$ cat config.mk
export PLATFORM = sky130hd
export DESIGN_NAME = sch_host
export DESIGN_NICKNAME = d
export VERILOG_FILES = /design/src/sch_pkg.sv /design/src/sch_host.sv /design/src/sch_reader.sv
export SDC_FILE = /design/constraint.sdc
export NUM_CORES = 1
export LEC_CHECK = 0
export ABC_AREA = 1
export BUFFER_PORTS_ARGS = -buffer_cell sky130_fd_sc_hd__buf_4
export CORE_MARGIN = 2
export CORE_UTILIZATION = 49
export DETAILED_ROUTE_END_ITERATION = 8
export HOLD_SLACK_MARGIN = 0.08
export PLACE_DENSITY = 0.87
export SETUP_SLACK_MARGIN = 0.05
export SYNTH_ARGS = -nofsm -noshare
export SYNTH_HDL_FRONTEND = slang
export SYNTH_SLANG_ARGS = --single-unit
$ cat constraint.sdc
create_clock -name mclk -period 2.8 [get_ports mclk]
set_input_delay 0.28 -clock mclk [delete_from_list [all_inputs] [get_ports mclk]]
set_output_delay 0.28 -clock mclk [all_outputs]
set_load 0.05 [all_outputs]
$ cat src/sch_pkg.sv
// Constants shared by the stream channel host controller
package sch_pkg;
    // Word width of the stream data lines
    localparam int unsigned DATA_W = 8;
    // Reset values of the driven lines
    localparam logic RST_EN   = 1'b0;
    localparam logic RST_EOS  = 1'b0;
    localparam logic RST_RDY  = 1'b0;
    localparam logic RST_CHAN = 1'b1;
    localparam logic [DATA_W-1:0] RST_DATA = 8'h00;
    // Writer engine states
    typedef enum logic [1:0] {
        SCH_W_IDLE,
        SCH_W_SEND,
        SCH_W_CLOSED
    } sch_wr_state_t;
endpackage

$ cat src/sch_host.sv
// Host controller driving the stream channel ports from outside
// Summary of operation
// - Writer holds end-of-stream and enable low before its first transfer.
// - Writer places data, raises enable, then waits for ready.
// - Writer drops enable after every transfer, even when another word follows.
// - Closing is an ordinary write with end-of-stream high; data ignored.
// - Stream closes on first ready edge of closing write; enable then drops.
// - Reader samples data before enable; word removed on next enable edge.
// - Reader lowers enable after every word, even when another word is wanted.
// - Direct source holds eos low, presents data, raises ready.
// - Source holds ready and data until an edge with process enable high.
// - Source without a word each cycle keeps ready low until data is set.
// - Direct source closes the process input by raising end-of-stream.
// - Direct sink raises ready and captures data and eos on enable edges.
// - Prefer the buffered channel; direct links keep the exact ordering.
`timescale 1ns/1ps
module sch_host
(
    input  wire logic                        mclk,
    input  wire logic                        rst_b,
    output logic                             chanRst,
    // Channel system-side write port
    output logic                             wrEn,
    output logic                             wrEos,
    output logic [sch_pkg::DATA_W-1:0]       wrData,
    input  wire logic                        wrRdy,
    // Channel system-side read port
    output logic                             rdEn,
    input  wire logic                        rdRdy,
    input  wire logic                        rdEos,
    input  wire logic [sch_pkg::DATA_W-1:0]  rdData,
    // Process input port, driven directly
    output logic                             pinRdy,
    output logic                             pinEos,
    output logic [sch_pkg::DATA_W-1:0]       pinData,
    input  wire logic                        pinEn,
    // Process output port, sunk directly
    output logic                             poutRdy,
    input  wire logic                        poutEn,
    input  wire logic                        poutEos,
    input  wire logic [sch_pkg::DATA_W-1:0]  poutData,
    // User side of the writer
    input  wire logic                        usrWrGo,
    input  wire logic                        usrWrClose,
    input  wire logic [sch_pkg::DATA_W-1:0]  usrWrData,
    output logic                             usrWrIdle,
    output logic                             usrWrDone,
    // User side of the reader
    input  wire logic                        usrRdWant,
    output logic                             usrRdValid,
    output logic [sch_pkg::DATA_W-1:0]       usrRdData,
    output logic                             usrRdClosed,
    // User side of the direct source
    input  wire logic                        usrSrcGo,
    input  wire logic                        usrSrcClose,
    input  wire logic [sch_pkg::DATA_W-1:0]  usrSrcData,
    output logic                             usrSrcIdle,
    // User side of the direct sink
    input  wire logic                        usrSnkEnable,
    output logic                             usrSnkValid,
    output logic                             usrSnkEos,
    output logic [sch_pkg::DATA_W-1:0]       usrSnkData
);
    // ****************************************
    // Channel reset
    // ****************************************
    logic chanRst_q;

    // channel held in reset with host
    always_ff @(posedge mclk or negedge rst_b)
    begin
        if (!rst_b)
            chanRst_q <= sch_pkg::RST_CHAN;
        else
            chanRst_q <= 1'b0;
    end
    assign chanRst = chanRst_q;

    // ****************************************
    // Writer engine
    // ****************************************
    sch_pkg::sch_wr_state_t     wrSt_q, wrSt_d;
    logic                       wrEn_q, wrEn_d;
    logic                       wrEos_q, wrEos_d;
    logic [sch_pkg::DATA_W-1:0] wrData_q, wrData_d;
    logic                       wrDone_q, wrDone_d;
    logic                       wrIdle_q, wrIdle_d;
    logic                       wrStarted_q;

    // Next state of the write handshake
    always_comb
    begin
        wrSt_d   = wrSt_q;
        wrEn_d   = wrEn_q;
        wrEos_d  = wrEos_q;
        wrData_d = wrData_q;
        wrDone_d = 1'b0;
        unique case (wrSt_q)
            sch_pkg::SCH_W_IDLE:
            begin
                if (usrWrGo && !chanRst_q)
                begin
                    if (!usrWrClose)
                        wrData_d = usrWrData;
                    wrEos_d = usrWrClose;
                    wrEn_d  = 1'b1;
                    wrSt_d  = sch_pkg::SCH_W_SEND;
                end
            end
            sch_pkg::SCH_W_SEND:
            begin
                if (wrRdy)
                begin
                    wrEn_d   = 1'b0;
                    wrDone_d = 1'b1;
                    wrSt_d   = wrEos_q ? sch_pkg::SCH_W_CLOSED : sch_pkg::SCH_W_IDLE;
                end
            end
            sch_pkg::SCH_W_CLOSED:
            begin
                wrEn_d = 1'b0;
            end
        endcase
        wrIdle_d = (wrSt_d == sch_pkg::SCH_W_IDLE);
    end

    // Registers of the write handshake
    always_ff @(posedge mclk or negedge rst_b)
    begin
        if (!rst_b)
        begin
            wrSt_q      <= sch_pkg::SCH_W_IDLE;
            wrEn_q      <= sch_pkg::RST_EN;
            wrEos_q     <= sch_pkg::RST_EOS;
            wrData_q    <= sch_pkg::RST_DATA;
            wrDone_q    <= 1'b0;
            wrIdle_q    <= 1'b0;
            wrStarted_q <= 1'b0;
        end
        else
        begin
            wrSt_q      <= wrSt_d;
            wrEn_q      <= wrEn_d;
            wrEos_q     <= wrEos_d;
            wrData_q    <= wrData_d;
            wrDone_q    <= wrDone_d;
            wrIdle_q    <= wrIdle_d;
            wrStarted_q <= wrStarted_q | wrEn_d;
        end
    end

    assign wrEn      = wrEn_q;
    assign wrEos     = wrEos_q;
    assign wrData    = wrData_q;
    assign usrWrIdle = wrIdle_q;
    assign usrWrDone = wrDone_q;

    a_wr_init_quiet: assert property (@(posedge mclk) disable iff (!rst_b)
        !wrStarted_q |-> !wrEn_q && !wrEos_q)
        else $error("write lines active before first transfer");
    a_wr_hold_word: assert property (@(posedge mclk) disable iff (!rst_b)
        wrEn_q && !wrRdy |=> wrEn_q && $stable(wrData_q) && $stable(wrEos_q))
        else $error("write word changed before ready");
    a_wr_drop_en: assert property (@(posedge mclk) disable iff (!rst_b)
        wrEn_q && wrRdy |=> !wrEn_q ##1 wrDone_q == 1'b0)
        else $error("write enable kept after transfer");
    a_wr_close_end: assert property (@(posedge mclk) disable iff (!rst_b)
        wrEn_q && wrEos_q && wrRdy |=> (!wrEn_q && wrEos_q)[*4])
        else $error("writer active after closing write");

    // ****************************************
    // Reader engine
    // ****************************************
    // reader relies on ready marking data
    sch_reader u_reader
    (
        .mclk      (mclk),
        .rst_b     (rst_b),
        .rdRdy     (rdRdy),
        .rdEos     (rdEos),
        .rdData    (rdData),
        .rdEn      (rdEn),
        .usrWant   (usrRdWant),
        .usrValid  (usrRdValid),
        .usrData   (usrRdData),
        .usrClosed (usrRdClosed)
    );

    // ****************************************
    // Direct source to process input
    // ****************************************
    logic                       pinRdy_q, pinRdy_d;
    logic                       pinEos_q, pinEos_d;
    logic [sch_pkg::DATA_W-1:0] pinData_q, pinData_d;
    logic                       srcIdle_q, srcIdle_d;

    // direct link ordering kept
    // Next values of the direct source
    always_comb
    begin
        pinRdy_d  = pinRdy_q;
        pinEos_d  = pinEos_q;
        pinData_d = pinData_q;
        if (pinRdy_q && pinEn)
            pinRdy_d = 1'b0;
        // ready only with data in place
        if (!pinRdy_d && !pinEos_q && !chanRst_q)
        begin
            if (usrSrcClose)
                pinEos_d = 1'b1;
            else if (usrSrcGo)
            begin
                pinData_d = usrSrcData;
                pinRdy_d  = 1'b1;
            end
        end
        // Source can take a command when nothing is offered or closed
        srcIdle_d = !pinRdy_d && !pinEos_d;
    end

    // Registers of the direct source
    always_ff @(posedge mclk or negedge rst_b)
    begin
        if (!rst_b)
        begin
            pinRdy_q  <= sch_pkg::RST_RDY;
            pinEos_q  <= sch_pkg::RST_EOS;
            pinData_q <= sch_pkg::RST_DATA;
            srcIdle_q <= 1'b1;
        end
        else
        begin
            pinRdy_q  <= pinRdy_d;
            pinEos_q  <= pinEos_d;
            pinData_q <= pinData_d;
            srcIdle_q <= srcIdle_d;
        end
    end

    assign pinRdy     = pinRdy_q;
    assign pinEos     = pinEos_q;
    assign pinData    = pinData_q;
    assign usrSrcIdle = srcIdle_q;

    a_src_eos_low: assert property (@(posedge mclk) disable iff (!rst_b)
        pinRdy_q |-> !pinEos_q)
        else $error("source eos high while offering data");
    a_src_hold_word: assert property (@(posedge mclk) disable iff (!rst_b)
        pinRdy_q && !pinEn |=> pinRdy_q && $stable(pinData_q))
        else $error("source offer changed before enable");
    // ready stays only with new word
    a_src_drop_rdy: assert property (@(posedge mclk) disable iff (!rst_b)
        pinRdy_q && pinEn |=> pinRdy_q == $past(usrSrcGo && !usrSrcClose))
        else $error("source ready kept after take without a new word");

    // ****************************************
    // Direct sink from process output
    // ****************************************
    logic                       poutRdy_q;
    logic                       snkValid_q, snkValid_d;
    logic                       snkEos_q, snkEos_d;
    logic [sch_pkg::DATA_W-1:0] snkData_q, snkData_d;

    // Next values of the direct sink
    always_comb
    begin
        snkValid_d = 1'b0;
        snkEos_d   = snkEos_q;
        snkData_d  = snkData_q;
        // capture data and eos on enable
        if (poutRdy_q && poutEn)
        begin
            snkValid_d = 1'b1;
            snkEos_d   = poutEos;
            snkData_d  = poutData;
        end
    end

    // Registers of the direct sink; one clock for all ports
    always_ff @(posedge mclk or negedge rst_b)
    begin
        if (!rst_b)
        begin
            poutRdy_q  <= sch_pkg::RST_RDY;
            snkValid_q <= 1'b0;
            snkEos_q   <= sch_pkg::RST_EOS;
            snkData_q  <= sch_pkg::RST_DATA;
        end
        else
        begin
            poutRdy_q  <= usrSnkEnable;
            snkValid_q <= snkValid_d;
            snkEos_q   <= snkEos_d;
            snkData_q  <= snkData_d;
        end
    end

    assign poutRdy     = poutRdy_q;
    assign usrSnkValid = snkValid_q;
    assign usrSnkEos   = snkEos_q;
    assign usrSnkData  = snkData_q;

    a_snk_capture: assert property (@(posedge mclk) disable iff (!rst_b)
        poutRdy_q && poutEn |=> snkValid_q && snkData_q == $past(poutData))
        else $error("sink missed a word");
endmodule // sch_host

$ cat src/sch_reader.sv
// Reader engine for the channel's system-side read port
`timescale 1ns/1ps
module sch_reader
(
    input  wire logic                        mclk,
    input  wire logic                        rst_b,
    input  wire logic                        rdRdy,
    input  wire logic                        rdEos,
    input  wire logic [sch_pkg::DATA_W-1:0]  rdData,
    output logic                             rdEn,
    input  wire logic                        usrWant,
    output logic                             usrValid,
    output logic [sch_pkg::DATA_W-1:0]       usrData,
    output logic                             usrClosed
);
    logic                       en_q, en_d;
    logic                       valid_q, valid_d;
    logic [sch_pkg::DATA_W-1:0] data_q, data_d;
    logic                       closed_q, closed_d;

    // Next values of the read handshake
    always_comb
    begin
        en_d     = 1'b0;
        valid_d  = 1'b0;
        data_d   = data_q;
        closed_d = closed_q;
        if (!en_q && rdRdy && usrWant)
        begin
            data_d  = rdData;
            valid_d = 1'b1;
            en_d    = 1'b1;
        end
        if (rdEos && !rdRdy)
        begin
            closed_d = 1'b1;
        end
    end

    // Registers of the read handshake
    always_ff @(posedge mclk or negedge rst_b)
    begin
        if (!rst_b)
        begin
            en_q     <= sch_pkg::RST_EN;
            valid_q  <= 1'b0;
            data_q   <= sch_pkg::RST_DATA;
            closed_q <= 1'b0;
        end
        else
        begin
            en_q     <= en_d;
            valid_q  <= valid_d;
            data_q   <= data_d;
            closed_q <= closed_d;
        end
    end

    assign rdEn      = en_q;
    assign usrValid  = valid_q;
    assign usrData   = data_q;
    assign usrClosed = closed_q;

    a_rd_sample_first: assert property (@(posedge mclk) disable iff (!rst_b)
        $rose(en_q) |-> valid_q && data_q == $past(rdData))
        else $error("read enable raised without sampled word");
    a_rd_single_word: assert property (@(posedge mclk) disable iff (!rst_b)
        en_q |=> !en_q)
        else $error("read enable held past one word");
endmodule // sch_reader

# ---- Yosys cells after proc, flatten, opt, wreduce, memory -nomap -nowiden
# Index checks and enable logic that the tools add are counted.
dict set report totals {
  inputBits 46
  reg_bits 47
}
dict set report classes {
  n_eq_ne 4
  bitwise_logic 2
  reduce_logical 22
  mux 17
}
# op count
set op_table {}
lappend op_table {{2-to-1 mux 1 bit} 12}
lappend op_table {{logical AND 1 bit} 9}
lappend op_table {{zero test 1 bit} 7}
lappend op_table {{2-to-1 mux 2 bit} 3}
lappend op_table {{AND reduction 3 bit} 2}
lappend op_table {{zero test 2 bit} 2}
lappend op_table {{!= test 2 bit (second input constant)} 2}
lappend op_table {{case mux 2 bit (2 select lines)} 1}
lappend op_table {{AND reduction 2 bit} 2}
lappend op_table {{case mux 1 bit (3 select lines)} 1}
lappend op_table {{equality test 2 x 1 -> 1 bit (second input constant)} 1}
lappend op_table {{equality test 2 bit (second input constant)} 1}
lappend op_table {{NOT 1 bit} 2}

# ---- Logic depth before layout (Yosys ltp)
# Gate-level depths: netlist (run 1).
dict set report depth {
  depth_word 8
  depth_mapped 7
  mapped_depth_nobuf 7
}

# ---- Cells and area by module
# Synthesis (run 1) repeated with hierarchy kept, for this count alone.
dict set report hier_totals {
  hier_cells 199
  hier_area_um2 1946.9
}
# mod seq_area_each_um2 instances area_per_inst_um2 cells_each
set modules_own_cells {}
lappend modules_own_cells {sch_host 928.4 1 1520.2 157}
lappend modules_own_cells {sch_reader 250.2 1 426.7 42}

# ---- Worst setup path before layout (run 1)
# Ideal clock, no wire load.
dict set report synth_timing {
  path_kind {reg-to-reg}
  startpoint {register pinEos_q (netlist: pinEos)}
  endpoint {register pinData_q, in the netlist pinData[5]}
  n_path_buf 1
  t_arrival_ns 1.188
  setup_ns 0.119
  slack_ns 1.493
  stages_incl_launch_ff 8
  period_less_slack_ns 1.307
  required_ns 2.681
  path_cell_list {dfrtp_1 inv_2 nand2_2 nor2_4 nand3_4 buf_6 nand2_2 o21ai_2}
}
dict set report synth_between {
  elab_chain_cells 4
}
# element line_no
set synth_rtl {}
lappend synth_rtl {{start, declared} sch_host.sv:193} ;# logic pinEos_q, pinEos_d;
lappend synth_rtl {{start signal, assigned} sch_host.sv:227} ;# pinEos_q <= sch_pkg::RST_EOS;
lappend synth_rtl {{start signal, assigned} sch_host.sv:234} ;# pinEos_q <= pinEos_d;
lappend synth_rtl {{zero test 1 bit} sch_host.sv:207} ;# if (!pinRdy_d && !pinEos_q && !chanRst_q)
lappend synth_rtl {{logical AND 1 bit (2 in series)} sch_host.sv:207}
lappend synth_rtl {{AND reduction 3 bit (no line)} --}
lappend synth_rtl {{end signal, assigned} sch_host.sv:228} ;# pinData_q <= sch_pkg::RST_DATA;
lappend synth_rtl {{end signal, assigned} sch_host.sv:235} ;# pinData_q <= pinData_d;
lappend synth_rtl {{end, declared} sch_host.sv:194} ;# logic [sch_pkg::DATA_W-1:0] pinData_q, pinData_d;
# Every way passes these cells.
# A chain may end at the register's enable or synchronous reset.

# ---- Worst setup path in the final report (run 1)
dict set report layout_timing {
  startpoint {register wrSt_q[1]}
  endpoint {register wrIdle_q (netlist: usrWrIdle)}
}
dict set report layout_between {
  elab_chain_cells 3
}
# element line_no
set layout_rtl {}
lappend layout_rtl {{start, declared} sch_host.sv:82} ;# sch_pkg::sch_wr_state_t wrSt_q, wrSt_d;
lappend layout_rtl {{start signal, assigned} sch_host.sv:132} ;# wrSt_q <= sch_pkg::SCH_W_IDLE;
lappend layout_rtl {{start signal, assigned} sch_host.sv:142} ;# wrSt_q <= wrSt_d;
lappend layout_rtl {{equality test 2 x 1 -> 1 bit / zero test 2 bit (equally long branches)} sch_host.sv:98} ;# unique case (wrSt_q)
lappend layout_rtl {{case mux 2 bit (2 select lines) *} sch_host.sv:98}
lappend layout_rtl {{via wrSt_d[0]} sch_host.sv:82}
lappend layout_rtl {{zero test 2 bit *} sch_host.sv:124} ;# wrIdle_d = (wrSt_d == sch_pkg::SCH_W_IDLE);
lappend layout_rtl {{via wrIdle_d} sch_host.sv:87} ;# logic wrIdle_q, wrIdle_d;
lappend layout_rtl {{end signal, assigned} sch_host.sv:147} ;# wrIdle_q <= wrIdle_d;
lappend layout_rtl {{end, declared} sch_host.sv:87}
# Mark *: on every way through the listed nets, which the timed path passes. The rest lies on a longest branch.

==> results.tsv, run 1 <==
stage	metric	value	unit
timing	setup_tns	0	ns
floorplan	fp.dieW	66.2	um
timing	hold_violations	0	
setup_path	crit_top_cell	nor2_1	
setup_path	cp.required	2.98	ns
finish	antenna_cells	0	
floorplan	initial_core_util	51.3	%
setup_path	r2r_start	wrSt_q[1]	
timing	setup_viol	0	
synth	syn-num-nets	245	
clock_network	cts_setup_buffers	0	
power_and_ir_drop	p_switching	0.445	mW
setup_path	path_cells	inv_1 > ha_1 > inv_2 > nand2_1 > nor2_1 > a21oi_2 > nor2_1	
power_and_ir_drop	pwr-share-seq	45.4	%
finish	layout_commonest_cell	buf_4	
floorplan	die_h	66.2	um
synth	synth_edf_count	0	
setup_path	cp-end-kind	register	
floorplan	fp.dieArea	4380	sq um
clock_network	cts_buffers	5	
power_and_ir_drop	ir_drop	0.416	mV
clock_network	cts_tree	done	
placement	dp_hpwl	3.05	mm
synth	ys.flop_type	dfrtp_1	
drt	drc_errors	0	
clock_network	ctsHoldBuffers	1	
timing	fin_crit	1.35	ns
setup_path	path_buf_inv	2	
drt	wire_per_inst	12.1	um
global_route	grt_max_degree	48	
finish	mostFrequentLayoutCells	buf_4 (91), nand2_1 (89), dfrtp_1 (45)	
placement	io_buffers	91	
setup_path	worstPathMaxFanout	5	
setup_path	cp_slowest_cell	dfrtp_1	
floorplan	row_count	22	
finish	drive_gt1_share	42.0	%
synth	syn_area	1890	sq um
global_route	grt_usage	20.9	%
finish	utilization	74.8	%
synth	synth_area_leaders	dfrtp_1 (59%), nand2_1 (18%), o21ai_2 (3.7%), inv_1 (3.0%), dfstp_2 (2.8%)	
global_route	grt_pass1_vias	1619	
drt	first_iter_violations	84	
timing	setup_ws	1.45	ns
global_route	grt_overflow	0	
drt	avgViaCountPerCell	4.62	
synth	ys_warn_count	0	
synth	synthCells	197	
run	maxCapViolations	0	
clock_network	htreeDepth	2	
timing	fin_skew	0.00362	ns
clock_network	clock_latency	0.29	ns
setup_path	slowest_delay	0.41	ns
clock_network	cts_resized	0	
drt	firstDrtPassIters	4	
power_and_ir_drop	p_comb_share	19.7	%
finish	nNetsFinal	342	
placement	place_ws	1.48	ns
floorplan	core_area	3690	sq um
global_route	grt_pass1_wl	6.84	mm
outcome	status	finished clean	
setup_path	startpoint_type	register	
synth	synth.largest_area_cell	dfrtp_1	
power_and_ir_drop	total_power	1.63	mW
clock_network	numClockSinks	47	
synth	ys_types	25	
setup_path	crit_type	reg2reg	
power_and_ir_drop	leakage	1.58	nW
worst_hold_path	hp-start	usrSnkEnable	
power_and_ir_drop	switching_share	27.3	%
setup_path	startpoint	wrSt_q[1]	
drt	drt-total-wl	4.16	mm
drt	antenna_left	0	
clock_network	cts_buffer_depth	2	
clock_network	clk_pin_slew	0.08	ns
timing	drv_slew	0	
floorplan	io_pins	92	
timing	rsz0062_at_grt	false	
synth	ys_ff_latch	47	
finish	fillerInstances	287	
synth	avgSynthCellArea	9.61	sq um
power_and_ir_drop	p_per_area	589	nW/um^2
setup_path	path_delay_family	flip-flops	
placement	gp_routability_congestion	0.835	
drt	vias	1584	
timing	worstMarginPinSlew	0.576	ns
power_and_ir_drop	internal_power	1.18	mW
synth	async_flop_share	100	%
global_route	antenna_found_initial	0	
timing	post-route-period-util	48.3	%
synth	synth_seq_area_share	62.3	%
finish	syn_to_final_growth	45.8	%
timing	slew_headroom	61.6	%
timing	clock.fmax	739	MHz
power_and_ir_drop	p_clk_share	34.9	%
clock_network	clockRootBuffer	clkbuf_8	
setup_path	crit_arrival	1.54	ns
synth	yosys.area.top_type_share	59.5	%
worst_hold_path	min_path_type	in2reg	
==> cell families (layout without fill, tap and decap cells) <==
logic type	count (synthesis)	in the layout	share of synthesized area [%]
buffers and inverters	23	121	5.42
flip-flops	47	47	62.3
adder cells (fa/ha/maj)	2	2	1.32
AND/OR/NAND/NOR	110	110	24.9
AO/OA/AOI/OAI	14	14	5.88
other	1	1	0.198
==> path summary, 6_finish.rpt <==
path	slack [ns]	end	depth (start not counted)
setup / recovery	1.45	usrWrIdle	7
hold / removal	0.09	poutRdy	1
setup reg to reg	1.45	usrWrIdle	7
hold reg to reg	0.46	u_reader.usrClosed	1
max in group asynchronous	1.87	pinEos	2
min in group asynchronous	0.52	wrData[5]	2
==> synthesized netlist by cell type (2+ instances only) <==
master   instances
nand3_1          4
o21ai_0          2
dfrtp_1         45
inv_1           15
nand2_1         89
ha_1             2
o21ai_2          8
nor2_1           6
dfstp_2          2
inv_2            4
nand2_2          5
nand2_4          2
==> worst register-to-register path, stage by stage (launching register included) <==
cell,delay [ns]
dfrtp_1,0.41
inv_1,0.14
ha_1,0.31
inv_2,0.09
nand2_1,0.07
nor2_1,0.05
a21oi_2,0.12
nor2_1,0.05
==> final cells by class <==
class / instances / area (sq um) / area share (%)
Multi-Input combinational cell: 127 / 612 / 22.2
Inverter: 21 / 83.8 / 3.04
Timing Repair Buffer: 92 / 693 / 25.1
Clock buffer: 6 / 72.6 / 2.63
Sequential cell: 47 / 1180 / 42.7
Tap cell: 48 / 60.1 / 2.18
Clock inverter: 2 / 60.1 / 2.18
==> power groups by stage <==
stage | clock network (mW) | registers [mW] | logic (mW)
6_report | 0.568 | 0.739 | 0.320
4_1_cts | 0.578 | 0.739 | 0.324
3_3_place_gp | 0 | 0.751 | 0.317
5_1_grt | 0.602 | 0.744 | 0.344
3_5_place_dp | 0 | 0.752 | 0.322
2_1_floorplan | 0 | 0.884 | 0.0494
==> flip-flops by register name, indices dropped and copies added, names as in the netlist, 2 cells and up <==
| register | flops |
|---|---|
| pinData | 8 |
| u_reader.usrData | 8 |
| usrSnkData | 8 |
| wrData | 8 |
| wrSt_q | 2 |
==> routing by layer <==
metal,GRT usage [%],part of all wire [%],vias up,wire length (um)
li1,-,-,791,-
met1,23.2,41,720,1720
met2,37.1,49,59,2060
met3,3.92,5.6,14,232
met4,12.0,3.5,0,147
met5,0,0,-,0
==> metrics by stage <==
stage	hold slack (ns)	std cells	area, sq um
after detailed placement	0.318	334	2620
after global placement	0.318	334	2620
after global routing	0.0826	343	2760
final	0.0881	343	2760
after floorplan	-0.0156	197	1890
after CTS	0.0818	343	2760
Note: power is estimated with default switching activity, not from simulation.
==> run 2, diff against run 1 <==
--- a/config.mk
+++ b/config.mk
@@ -8,10 +8,10 @@
 export ABC_AREA = 1
 export BUFFER_PORTS_ARGS = -buffer_cell sky130_fd_sc_hd__buf_4
 export CORE_MARGIN = 2
-export CORE_UTILIZATION = 49
+export CORE_UTILIZATION = 41
 export DETAILED_ROUTE_END_ITERATION = 8
 export HOLD_SLACK_MARGIN = 0.08
-export PLACE_DENSITY = 0.87
+export PLACE_DENSITY = 0.78
 export SETUP_SLACK_MARGIN = 0.05
 export SYNTH_ARGS = -nofsm -noshare
 export SYNTH_HDL_FRONTEND = slang
==> constraint.sdc (replaced) <==
create_clock -name mclk -period 1.1 [get_ports mclk]
set_input_delay 0.11 -clock mclk [delete_from_list [all_inputs] [get_ports mclk]]
set_output_delay 0.11 -clock mclk [all_outputs]
set_load 0.05 [all_outputs]
==> results.tsv, run 2 (synthesized netlist as in run 1, its figures left out) <==
stage	metric	value	unit	change
outcome	status	finished with violations		was finished clean
outcome	violations	setup timing		
placement	place_ws	-0.0845	ns	was 1.48 ns
timing	fin_skew	0.00588	ns	was 0.00362 ns
clock_network	clock_latency	0.29	ns	about the same
clock_network	htreeDepth	2		unchanged
finish	syn_to_final_growth	79.8	%	was 45.8%
power_and_ir_drop	p_per_area	1210	nW/um^2	was 589 nW/um^2
floorplan	initial_core_util	42.9	%	was 51.3%
drt	drc_errors	0		unchanged
floorplan	fp.dieW	72.0	um	was 66.2 um
floorplan	die_h	72.0	um	was 66.2 um
finish	drive_gt1_share	47.4	%	was 42.0%
timing	clock.fmax	826	MHz	
setup_path	r2r_end	wrEn		was usrWrIdle
floorplan	core_area	4410	sq um	was 3690 sq um
clock_network	cts_tree	done		unchanged
finish	fillerInstances	299		was 287
floorplan	io_pins	92		unchanged
finish	layout_commonest_cell	buf_4		unchanged
clock_network	clockRootBuffer	clkbuf_8		unchanged
timing	fin_crit	1.21	ns	
floorplan	fp.dieArea	5180	sq um	was 4380 sq um
global_route	antenna_found_initial	0		unchanged
drt	antenna_left	0		unchanged
timing	setup_ws	-0.110	ns	was 1.45 ns
setup_path	startpoint_type	register		unchanged
drt	first_iter_violations	63		was 84
clock_network	numClockSinks	47		unchanged
drt	drt-total-wl	5.54	mm	was 4.16 mm
timing	setup_viol	22		was 0
drt	vias	1840		was 1584
finish	final_cell_area	3400	sq um	was 2760 sq um
drt	wire_per_inst	13.8	um	was 12.1 um
power_and_ir_drop	total_power	4.12	mW	was 1.63 mW
global_route	grt_pass1_wl	8.32	mm	was 6.84 mm
finish	ff_latch_area	1180	sq um	about the same
power_and_ir_drop	leakage	1.83	nW	was 1.58 nW
clock_network	cts_buffers	5		unchanged
finish	multi_input_comb_area	721	sq um	was 612 sq um
setup_path	crit_type	reg2out		was reg2reg
timing	timing.hold.ws	0.0926	ns	was 0.0881 ns
finish	nNetsFinal	397		was 342
placement	dp_cells	349		was 334
global_route	grt_usage	21.3	%	was 20.9%
setup_path	worstPathMaxFanout	2		was 5
placement	placed_area	2730	sq um	was 2620 sq um
timing	hold_violations	0		unchanged
floorplan	row_count	24		was 22
global_route	grt_pass1_vias	1797		was 1619
global_route	grt_overflow	0		unchanged
power_and_ir_drop	ir_drop	1.00	mV	was 0.416 mV
global_route	grt_max_degree	26		was 48
finish	antenna_cells	0		unchanged
finish	mostFrequentLayoutCells	buf_4 (100), nand2_1 (84), dfrtp_1 (41)		was buf_4 (91), nand2_1 (89), dfrtp_1 (45)
drt	avgViaCountPerCell	4.58		was 4.62
setup_path	startpoint	chanRst		was wrSt_q[1]
placement	io_buffers	91		unchanged
placement	gp_routability_congestion	0.801		was 0.835
timing	post-route-period-util	110	%	
drt	firstDrtPassIters	4		unchanged
run	maxCapViolations	0		unchanged
setup_path	crit_arrival	1.10	ns	was 1.54 ns
setup_path	crit_path_end	chanRst		was usrWrIdle
setup_path	cp-end-kind	primary output		was register
timing	drv_slew	0		unchanged
setup_path	rr_worst_depth	6		was 7
worst_hold_path	min_path_type	in2reg		unchanged
clock_network	clk_pin_slew	0.09	ns	was 0.08 ns
clock_network	cts_buffer_depth	2		unchanged
timing	rsz0062_at_grt	true		was false
finish	final_cells	402		was 343
setup_path	cp.required	0.99	ns	was 2.98 ns
setup_path	r2r_start	wrSt_q[1]		unchanged
placement	dp_hpwl	3.28	mm	was 3.05 mm
worst_hold_path	hold_depth	3		was 1
setup_path	reg2reg_slack	-0.08	ns	was 1.45 ns
==> run 2: cell count changes in the layout (fill, tap and decap cells not counted), sizes merged <==
| cell | change |
|---|---|
| dlygate4sd3 | +35 |
| nand3 | +2 |
| buf | +18 |
| bufinv | -1 |
| clkbuf | -1 |
| clkinv | +2 |
==> run 2: critical path: stages (launching register included) <==
cell and delay, ns:
dfstp_2 0.57, buf_6 0.11, buf_8 0.13
==> run 2: layout make-up <==
cell class              instances  share of cell area [%]
repair buffers                145                    36.1
flip-flops and latches         47                    34.8
multi-input cells             129                    21.2
inverters                      21                    2.72
clock buffers                   5                    2.02
well taps                      52                    1.91
clock inverters                 3                    1.29
==> run 2: what timing repair did <==
action | CTS | global route
pin swaps | 5 | 8
hold buffers | 36 | 0
gates cloned | 2 | 0
gates resized for setup | 19 | 15
hold endpoints to repair | 82 | 0
endpoints found under the setup margin | 25 | 35
buffers inserted | 5 | 3
==> run 2: worst min-delay path by stage <==
stage | start | slack, ns | endpoint
3_5_place_dp | rst_b | -0.06 | wrData[2]
4_1_cts | usrSrcData[1] | 0.08 | pinData[1]
3_3_place_gp | rst_b | -0.06 | wrData[3]
6_report | usrSrcData[1] | 0.09 | pinData[1]
2_1_floorplan | rst_b | -0.19 | pinData[0]
5_1_grt | usrSrcData[1] | 0.08 | pinData[1]
==> run 2: power breakdown <==
| part | leakage [nW] | internal (mW) | switching (mW) |
|---|---|---|---|
| Combinational | 1.18 | 0.393 | 0.590 |
| Clock | 0.0581 | 0.677 | 0.573 |
| Sequential | 0.594 | 1.83 | 0.0596 |
| Total | 1.83 | 2.90 | 1.22 |
==> run 2: per-stage QoR <==
step,TNS (ns),utilization (%)
after floorplan,-2.68,-
after global placement,-0.423,61.9
after detailed placement,-0.974,61.9
after CTS,-1.22,75.6
after global routing,-2.40,77.1
final,-1.15,77.1
==> run 2: routing by layer <==
metal	part of all wire, %	global-route usage [%]	vias up
met2	54	38.1	56
met1	41	26.0	873
met4	1.5	6.50	0
met3	3.5	4.44	6
li1	-	-	905
met5	0	0	-
